$ cat config.mk
export PLATFORM = sky130hd
export DESIGN_NAME = dfrm_top
export DESIGN_NICKNAME = d
export VERILOG_FILES = /design/src/design/dfrm_pkg.sv /design/src/design/dfrm_top.sv
export SDC_FILE = /design/constraint.sdc
export NUM_CORES = 1
export LEC_CHECK = 0
export ABC_AREA = 1
export BUFFER_PORTS_ARGS = -buffer_cell sky130_fd_sc_hd__buf_2
export CAP_MARGIN = 20
export CORE_ASPECT_RATIO = 0.9
export CORE_MARGIN = 3
export CORE_UTILIZATION = 59
export DETAILED_ROUTE_END_ITERATION = 10
export HOLD_SLACK_MARGIN = 0.05
export PLACE_DENSITY_LB_ADDON = 0.1
export SLEW_MARGIN = 20
export SYNTH_ARGS = -nofsm -noshare
export SYNTH_HDL_FRONTEND = slang
export SYNTH_SLANG_ARGS = --single-unit
$ cat constraint.sdc
create_clock -name pclk -period 3 [get_ports pclk]
set_clock_uncertainty 0.15 [all_clocks]
set_input_delay 0.6 -clock pclk [delete_from_list [all_inputs] [get_ports pclk]]
set_output_delay 0.6 -clock pclk [all_outputs]
set_load 0.01 [all_outputs]
$ cat src/design/dfrm_pkg.sv
// Function
// - a reset request from input, command bit or key clears the newest fault when that fault is resettable
// - after a fault reset the motor restarts only under power-up qualification
// - undervoltage and phase loss clear by themselves once the line is back
// - the forced-operation override inhibits every fault, thermal ones included
// - faults are monitored only while the override input reads one
// - any change of the override input clears all latched faults
// - restart waits are 1 s, 5 s, 10 s, then 60 s each
// - a restart attempt needs the fault gone and all run conditions met
// - total restart time is bounded: 5, 10, 30 min, 1, 2, 3 h or unlimited
// - when that time expires the unit locks until power is cycled
// - low line voltage always restarts automatically, even when not enabled
// - network faults clear when a command word or reference arrives again
// - the fault relay stays active while a restartable fault awaits restart with automatic restart enabled
// - probe faults recorded always, with power on, or while running
// - switch test runs before each start when enabled; the power-on request passes while the enable is still reset
// - external fault trips and flags when the input equals the set level
// - the contactor closes on run and opens once the motor is off
// - missing contactor feedback within the set time trips a fault
// - forced local mode accepts commands only from terminals or keypad; the code still takes a reset by the command bit (OFF_ACT write)
// - stops beat run; safe power removal beats everything
// - of two conflicting stop modes the first one activated is kept
// - a resettable fault applies the configured stop response
package dfrm_pkg;
    localparam int         CLK_HZ  = 20_000_000;
    localparam int         TICK_S  = 1;                  // tick period, seconds
    localparam int         TICK_CYC = TICK_S * CLK_HZ;
    localparam logic [13:0] WAIT1_S = 14'h0001;          // 1 s
    localparam logic [13:0] WAIT2_S = 14'h0005;          // 5 s
    localparam logic [13:0] WAIT3_S = 14'h000A;          // 10 s
    localparam logic [13:0] WAIT4_S = 14'h003C;          // 60 s
    localparam logic [13:0] DUR_5M  = 14'h012C;
    localparam logic [13:0] DUR_10M = 14'h0258;
    localparam logic [13:0] DUR_30M = 14'h0708;
    localparam logic [13:0] DUR_1H  = 14'h0E10;
    localparam logic [13:0] DUR_2H  = 14'h1C20;
    localparam logic [13:0] DUR_3H  = 14'h2A30;
    localparam int NF = 8;
    localparam int F_EXT = 0, F_PROBE = 1, F_UNDERV = 2, F_PHASE = 3;
    localparam int F_COMM = 4, F_OVV = 5, F_CONT = 6, F_SWT = 7;
    localparam logic [NF-1:0] RESTART_MASK = 8'h3F;
    localparam logic [NF-1:0] RESET_MASK   = 8'hF3;
    localparam logic [7:0] OFF_CTRL = 8'h00;
    localparam logic [7:0] OFF_CTMO = 8'h04;
    localparam logic [7:0] OFF_STAT = 8'h08;
    localparam logic [7:0] OFF_ACT  = 8'h0C;
    localparam logic [15:0] CTRL_RST = 16'h0000;
    localparam logic [13:0] CTMO_RST = 14'h0005;
    localparam int C_AR = 0, C_DUR = 1, C_PRB = 4, C_LVL = 6, C_SWT = 7, C_RSP = 8;
    localparam logic [1:0] PM_ALWAYS = 2'h0, PM_POWER = 2'h1, PM_RUN = 2'h2;
    localparam logic [2:0] RSP_ALARM = 3'h6;
    localparam logic [1:0] SM_NONE = 2'h0, SM_FW = 2'h1, SM_FAST = 2'h2, SM_DC = 2'h3;
    typedef enum logic [1:0] {RS_IDLE, RS_WAIT, RS_TRY, RS_LOCK} dfrm_rs_e;
    typedef struct packed {
        logic ext_fault; logic override_on; logic reset_in; logic line_ok;
        logic phase_ok; logic overvolt; logic run_term; logic local_in;
        logic stop_fw; logic stop_fast; logic stop_dc; logic safe_off;
        logic contactor_fb; logic probe_hot; logic power_on; logic motor_on;
        logic ref_ok; logic test_done; logic test_ok;
    } dfrm_pin_s;
    typedef struct packed {
        logic net_run; logic key_run; logic key_reset; logic key_local;
        logic comm_loss; logic comm_rx;
    } dfrm_cmd_s;
    typedef struct packed {
        logic motor_run; logic contactor_close; logic fault_relay; logic trip;
        logic locked; logic local_mode; logic [1:0] stop_mode;
        logic [2:0] response; logic test_run;
    } dfrm_out_s;
endpackage

$ cat src/design/dfrm_top.sv
// Chosen here: the APB interface to the registers and the placing of the registers.
`timescale 1ns/1ns
module dfrm_top import dfrm_pkg::*; #(
    parameter int SEC_CYC = TICK_CYC
) (
    input  wire logic        pclk,
    input  wire logic        presetn,
    input  wire logic        psel,
    input  wire logic        penable,
    input  wire logic        pwrite,
    input  wire logic [7:0]  paddr,
    input  wire logic [31:0] pwdata,
    output logic      [31:0] prdata,
    output logic             pready,
    output logic             pslverr,
    input  wire dfrm_pin_s   pins,
    input  wire dfrm_cmd_s   cmd,
    output dfrm_out_s        outs
);
    // ************************************************************
    // state
    // ************************************************************
    typedef struct packed {
        dfrm_pin_s       s1;
        dfrm_pin_s       s2;
        logic            ovr_q;
        logic            rst_q;
        logic            run_q;
        logic [NF-1:0]   flt;
        logic [2:0]      last;
        logic [31:0]     div;
        logic            tick;
        logic [13:0]     wait_s;
        logic [13:0]     total_s;
        logic [13:0]     cont_s;
        logic [1:0]      tries;
        dfrm_rs_e        rs;
        logic [1:0]      stop;
        logic            armed;
        logic            lock;
        logic            pwr_test;
        logic            busy;
        logic [15:0]     ctrl;
        logic [13:0]     ctmo;
        logic [31:0]     rdata;
        logic            rdy;
        logic            err;
        dfrm_out_s       o;
    } dfrm_st_s;

    dfrm_st_s st;
    dfrm_st_s next_st;

    // ************************************************************
    // helpers
    // ************************************************************
    function automatic logic [13:0] wait_for(input logic [1:0] n);
        unique case (n)
            2'h0:    wait_for = WAIT1_S;
            2'h1:    wait_for = WAIT2_S;
            2'h2:    wait_for = WAIT3_S;
            default: wait_for = WAIT4_S;
        endcase
    endfunction

    function automatic logic [13:0] dur_for(input logic [2:0] c);
        unique case (c)
            3'h0:    dur_for = DUR_5M;
            3'h1:    dur_for = DUR_10M;
            3'h2:    dur_for = DUR_30M;
            3'h3:    dur_for = DUR_1H;
            3'h4:    dur_for = DUR_2H;
            default: dur_for = DUR_3H;
        endcase
    endfunction

    logic            mon;
    logic            run_req;
    logic            clr_req;
    logic            unl;
    logic [NF-1:0]   src;
    logic [NF-1:0]   set;
    logic [NF-1:0]   clr;
    logic [1:0]      pmode;
    logic            wr;

    // ************************************************************
    // next state
    // ************************************************************
    always_comb begin
        next_st = st;
        // two-stage pin synchroniser
        next_st.s1 = pins;
        next_st.s2 = st.s1;
        next_st.ovr_q = st.s2.override_on;
        next_st.rst_q = st.s2.reset_in;
        mon = st.s2.override_on;
        pmode = st.ctrl[C_PRB +: 2];
        unl = (st.ctrl[C_DUR +: 3] > 3'h5);
        wr = psel & penable & st.rdy & pwrite;

        // one second tick
        next_st.tick = 1'b0;
        if (st.div >= 32'(SEC_CYC - 1)) begin
            next_st.div = 32'h0000_0000;
            next_st.tick = 1'b1;
        end else begin
            next_st.div = st.div + 32'h0000_0001;
        end

        // forced local mode selects the command sources
        next_st.o.local_mode = st.s2.local_in | cmd.key_local;
        if (next_st.o.local_mode) begin
            run_req = st.s2.run_term | cmd.key_run;
        end else begin
            run_req = st.s2.run_term | cmd.key_run | cmd.net_run;
        end
        next_st.run_q = run_req;

        // stop arbitration, first active mode kept
        if (st.stop == SM_FW && !st.s2.stop_fw) next_st.stop = SM_NONE;
        if (st.stop == SM_FAST && !st.s2.stop_fast) next_st.stop = SM_NONE;
        if (st.stop == SM_DC && !st.s2.stop_dc) next_st.stop = SM_NONE;
        if (st.stop == SM_NONE) begin
            if (st.s2.stop_fw) next_st.stop = SM_FW;
            else if (st.s2.stop_fast) next_st.stop = SM_FAST;
            else if (st.s2.stop_dc) next_st.stop = SM_DC;
        end
        if (st.s2.safe_off) next_st.stop = SM_FW;

        // fault sources
        src = '0;
        src[F_EXT] = (st.s2.ext_fault == st.ctrl[C_LVL]);
        src[F_UNDERV] = !st.s2.line_ok;
        src[F_PHASE] = !st.s2.phase_ok;
        src[F_COMM] = cmd.comm_loss;
        src[F_OVV] = st.s2.overvolt;
        unique case (pmode)
            PM_POWER: src[F_PROBE] = st.s2.probe_hot & st.s2.power_on;
            PM_RUN:   src[F_PROBE] = st.s2.probe_hot & st.s2.motor_on;
            default:  src[F_PROBE] = st.s2.probe_hot;
        endcase
        if (st.o.contactor_close && !st.s2.contactor_fb) begin
            if (st.tick) next_st.cont_s = st.cont_s + 14'h0001;
        end else begin
            next_st.cont_s = 14'h0000;
        end
        src[F_CONT] = st.o.contactor_close && (st.cont_s >= st.ctmo);

        // switch test before each start; the power-on request sees the enable still clear
        if (st.ctrl[C_SWT] && !st.busy &&
            (st.pwr_test || (run_req && !st.run_q))) begin
            next_st.busy = 1'b1;
        end
        next_st.pwr_test = 1'b0;
        if (st.busy && st.s2.test_done) begin
            next_st.busy = 1'b0;
            src[F_SWT] = !st.s2.test_ok;
        end

        // latch, clear; a set wins over a clear
        set = mon ? src : '0;
        clr = '0;
        clr_req = (st.s2.reset_in & !st.rst_q) | cmd.key_reset |
                  (wr && paddr == OFF_ACT && pwdata[0]);
        if (clr_req && RESET_MASK[st.last]) begin
            clr[st.last] = 1'b1;
            next_st.armed = 1'b0;
            // next request goes to an older fault still latched
            for (int i = 0; i < NF; i++) begin
                if (st.flt[i] && RESET_MASK[i] && 3'(i) != st.last) next_st.last = 3'(i);
            end
        end
        if (st.s2.line_ok) clr[F_UNDERV] = 1'b1;
        if (st.s2.phase_ok) clr[F_PHASE] = 1'b1;
        if (cmd.comm_rx) clr[F_COMM] = 1'b1;
        if (st.s2.override_on != st.ovr_q) clr = '1;
        for (int i = 0; i < NF; i++) begin
            if (set[i] && !st.flt[i]) next_st.last = 3'(i);
        end

        // automatic restart sequencing
        if (!run_req) next_st.armed = 1'b1;
        if ((st.rs == RS_WAIT || st.rs == RS_TRY) && st.tick) begin
            next_st.wait_s = st.wait_s + 14'h0001;
            next_st.total_s = st.total_s + 14'h0001;
        end
        unique case (st.rs)
            RS_IDLE: begin
                if (|(st.flt & RESTART_MASK) &&
                    (st.ctrl[C_AR] || st.flt[F_UNDERV])) begin
                    next_st.rs = RS_WAIT;
                    next_st.wait_s = 14'h0000;
                    next_st.total_s = 14'h0000;
                    next_st.tries = 2'h0;
                end
            end
            RS_WAIT: begin
                if (!unl && st.total_s >= dur_for(st.ctrl[C_DUR +: 3])) begin
                    next_st.rs = RS_LOCK;
                end else if (st.wait_s >= wait_for(st.tries) &&
                             !(|(src & st.flt)) && st.s2.ref_ok &&
                             run_req && st.stop == SM_NONE &&
                             !st.s2.safe_off) begin
                    clr = clr | RESTART_MASK;
                    next_st.rs = RS_TRY;
                    next_st.armed = 1'b1;
                    if (st.tries != 2'h3) next_st.tries = st.tries + 2'h1;
                end
            end
            RS_TRY: begin
                if (!unl && st.total_s >= dur_for(st.ctrl[C_DUR +: 3])) begin
                    next_st.rs = RS_LOCK;
                end else if (|st.flt) begin
                    next_st.rs = RS_WAIT;
                    next_st.wait_s = 14'h0000;
                end else if (st.s2.motor_on) begin
                    next_st.rs = RS_IDLE;
                end
            end
            RS_LOCK: begin
                next_st.lock = 1'b1;
            end
        endcase
        next_st.flt = (st.flt & ~clr) | set;

        // outputs
        next_st.o.trip = mon & ((|st.flt) | st.lock);
        next_st.o.locked = st.lock;
        next_st.o.response = next_st.o.trip ? st.ctrl[C_RSP +: 3] : 3'h0;
        next_st.o.fault_relay = next_st.o.trip |
            (st.ctrl[C_AR] && (st.rs == RS_WAIT || st.rs == RS_TRY));
        next_st.o.stop_mode = st.stop;
        next_st.o.test_run = st.busy;
        next_st.o.motor_run = run_req && st.armed && !st.busy &&
            st.stop == SM_NONE && !st.s2.safe_off &&
            !(next_st.o.trip && st.ctrl[C_RSP +: 3] != RSP_ALARM);
        if (st.s2.safe_off) begin
            next_st.o.contactor_close = 1'b0;
        end else begin
            next_st.o.contactor_close = run_req |
                (st.o.contactor_close & st.s2.motor_on);
        end

        // apb slave, one wait-free access phase
        next_st.rdy = psel & !penable;
        next_st.err = 1'b0;
        next_st.rdata = 32'h0000_0000;
        if (psel && !penable) begin
            unique case (paddr)
                OFF_CTRL: next_st.rdata = {16'h0000, st.ctrl};
                OFF_CTMO: next_st.rdata = {18'h00000, st.ctmo};
                OFF_STAT: next_st.rdata = {16'h0000, st.busy, st.lock,
                                           st.stop, st.tries, st.rs, st.flt};
                OFF_ACT:  next_st.rdata = 32'h0000_0000;
                default:  next_st.err = 1'b1;
            endcase
        end else if (psel) begin
            next_st.err = st.err;
        end
        if (wr && paddr == OFF_CTRL) next_st.ctrl = pwdata[15:0];
        if (wr && paddr == OFF_CTMO) next_st.ctmo = pwdata[13:0];
    end

    // ************************************************************
    // registers
    // ************************************************************
    always_ff @(posedge pclk or negedge presetn) begin
        if (!presetn) begin
            st <= '0;
            st.s1.override_on <= 1'b1;
            st.s2.override_on <= 1'b1;
            st.ovr_q <= 1'b1;
            st.s1.line_ok <= 1'b1;
            st.s2.line_ok <= 1'b1;
            st.s1.phase_ok <= 1'b1;
            st.s2.phase_ok <= 1'b1;
            st.s1.ext_fault <= 1'b1;                      // inactive for reset level
            st.s2.ext_fault <= 1'b1;
            st.rs <= RS_IDLE;
            st.pwr_test <= 1'b1;
            st.ctrl <= CTRL_RST;
            st.ctmo <= CTMO_RST;
        end else begin
            st <= next_st;
        end
    end

    assign prdata = st.rdata;
    assign pready = st.rdy;
    assign pslverr = st.err;
    assign outs = st.o;
endmodule // dfrm_top

==> metrics.yaml <==
hold_path_class: "primary input to register"
synth_top_cell_by_area: "dfrtp_1"
numCtsBuffers: 17
finalInstanceArea_mm2: 0.0109
drt-initial-drc-count: 677
clk_latency_ns: 0.44
mostFrequentLayoutCell: "nand2_1"
use_met1: 0.369
met2_usage: 0.368
grt_pass1_vias: 7030
ctsHtreeMaxLevel: 4
rsz0062_at_grt: "false"
dieArea_mm2: 0.0181
die_h_um: 128
areaGrowthSynthToFinish_pct: 11.7
crit_type: "register to register"
wl_um: 20600
worstMarginPinSlew_ns: 0.611
cap_violations: 0
yosys.area.top_type_share: 0.475
antenna_found_initial: 0
grt_max_degree: 65
ir_drop_mv: 0.543
dpl.hpwl_um: 15300
synth_cell_type_count: 50
fin_tns_setup_ns: 0
viasPerCell: 5.29
cp_data_required_time_ns: 3.20
synth_area_mm2: 0.00975
end_kind: "register"
avgSynthCellArea_um2: 8.79
wire_per_inst_um: 14.6
outcome: "completed"
drive_gt1_frac: 0.145
post_synth_inst_count: 1109
firstDrtPassIters: 5
r2r-start: "st[62]$_DFFE_PN0P_"
maxSlewHeadroom: 0.590
synth-async-reset-ratio: 1.00
placeableCoreArea_mm2: 0.0158
synth_flop_cell: "dfrtp_1"
synth-seq-cells: 197
min_period_over_period: 0.880
drv_slew: 0
ant_nets: 0
die_w_um: 142
grt_use_total: 0.243
register_area_mm2: 0.00494
fin_nets: 1316
met3_usage: 0.0444
vias: 7473
max_freq_ghz: 0.379
clock-sinks: 197
num_rows: 43
ys_seq_area_frac: 0.507
start_util: 0.617
port_buffers: 83
n_fill_cell: 1288
cts_buffer_depth: 2
period_minus_slack_ns: 2.64
busiest_layer: "met1"
diodes: 0
root_buffer: "clkbuf_16"
drc_errors: 0
leakagePower_nw: 5.40
synth_edf_count: 0
yosys-top-cells-area: "dfrtp_1 (47%), nand2_1 (7.3%), ha_1 (6.0%)"
min_from: "pins[15]"
ios: 116
finalSetupViolCount: 0
placed_cell_area_mm2: 0.0103
crit_start: "st[62]$_DFFE_PN0P_"
reg2reg_depth: 16
clkSlewWorstSetupHoldPaths_ns: 0.08
crit_fanout: 5
startpoint_type: "register"
gp_congestion: 0.914
power-per-cell-area_mw_per_mm2: 580
yosys_warnings: 0
multi_input_area_mm2: 0.00391
grt_overflow: 0
holdPathStages: 1
hold_viol: 0
final_cell_mix: "nand2_1 (189), dfrtp_1 (185), inv_1 (155)"
cts_tree: "yes"
arrival_ns: 2.84
grt_first_pass_wirelength_um: 34900
routing by layer:
layer / share of wire / up-vias
li1: - / 3682
met1: 0.47 / 3496
met2: 0.44 / 272
met3: 0.076 / 23
met4: 0.012 / 0
met5: 0 / -
cell usage after synthesis (4+ instances only):
cell	number
xnor2_1	12
ha_1	47
nand4_1	12
inv_1	156
nor4_1	8
buf_4	45
a21oi_1	49
clkbuf_1	7
xor2_1	27
o22ai_1	15
dfstp_2	12
nor2_1	136
nor3_1	25
nand3b_1	5
nor2_2	5
dfrtp_1	185
nand3_1	48
o211ai_1	8
nand2_1	189
o21ai_0	70
a31oi_1	4
critical path, cell delays in order, from the launching register on:
cell        delay (ns)
dfrtp_1           0.44
nor2_2            0.19
inv_1             0.09
nand2_1           0.09
nand2_1           0.07
ha_1              0.27
nand2_1           0.06
nor3_1            0.18
nand3_1           0.09
nand3_1           0.12
nand2_1           0.10
inv_1             0.10
nand2_1           0.08
nand2_1           0.11
clkinvlp_4        0.12
buf_4             0.16
nor3_1            0.13
registers in the layout, summed over array words and instances (netlist names):
| signal | count |
|---|---|
| pslverr | 1 |
| pready | 1 |
| pmode | 2 |
| prdata | 16 |
| src | 1 |
| outs | 12 |
| st | 139 |
| next_st | 24 |
| mon | 1 |
worst paths after layout:
path / to / slack (ns)
max: st[114]$_DFF_PN0_ / 0.36
max in group asynchronous: next_st[192]$_DFF_PN1_ / 1.33
max reg2reg: st[114]$_DFF_PN0_ / 0.36
min in group asynchronous: st[112]$_DFF_PN0_ / 0.56
min: next_st[190]$_DFF_PN1_ / 0.12
min reg2reg: st[178]$_DFF_PN0_ / 0.20
report_power, final:
| part | total (W) | leakage [nW] | switching [W] | internal, W |
|---|---|---|---|---|
| Combinational | 0.00111 | 2.57 | 0.000720 | 0.000391 |
| Sequential | 0.00297 | 2.55 | 0.000160 | 0.00281 |
| Clock | 0.00223 | 0.282 | 0.00108 | 0.00115 |
logic make-up after synthesis:
family                   Yosys count  share of synthesized area
AO/OA/AOI/OAI                    159                     0.0906
XOR/XNOR                          39                     0.0350
adder cells (fa/ha/maj)           47                     0.0603
buffers and inverters            216                      0.101
flip-flops                       197                      0.507
multiplexers                       2                    0.00231
other                              1                   0.000385
AND/OR/NAND/NOR                  448                      0.203
through the flow:
stage                     hold WS [ns]  instances  setup WS, ns  utilization  total power, W
after detailed placement         0.185       1379         0.290        0.650         0.00408
after global routing            0.0956       1414        0.0728        0.688         0.00669
after global placement           0.181       1379         0.357        0.650         0.00405
after CTS                        0.102       1412         0.273        0.687         0.00632
after floorplan                  0.154       1132         0.687            -         0.00376
final                            0.116       1414         0.360        0.688         0.00632
what timing repair did:
item / CTS / global route
hold buffers: 1 / 0
buffers inserted: 0 / 2
hold endpoints to repair: 59 / 0
gates resized for setup: 0 / 2
setup endpoints to repair: 0 / 10
final cells by class:
cell class                 instances  share of cell area
tap                              202              0.0232
clock buffer                      19              0.0416
sequential                       197               0.454
inverter                         161              0.0563
timing repair buffer             103              0.0541
clock inverter                    13              0.0118
multi-input combinational        719               0.359
Power figures use the tool's default switching activity.
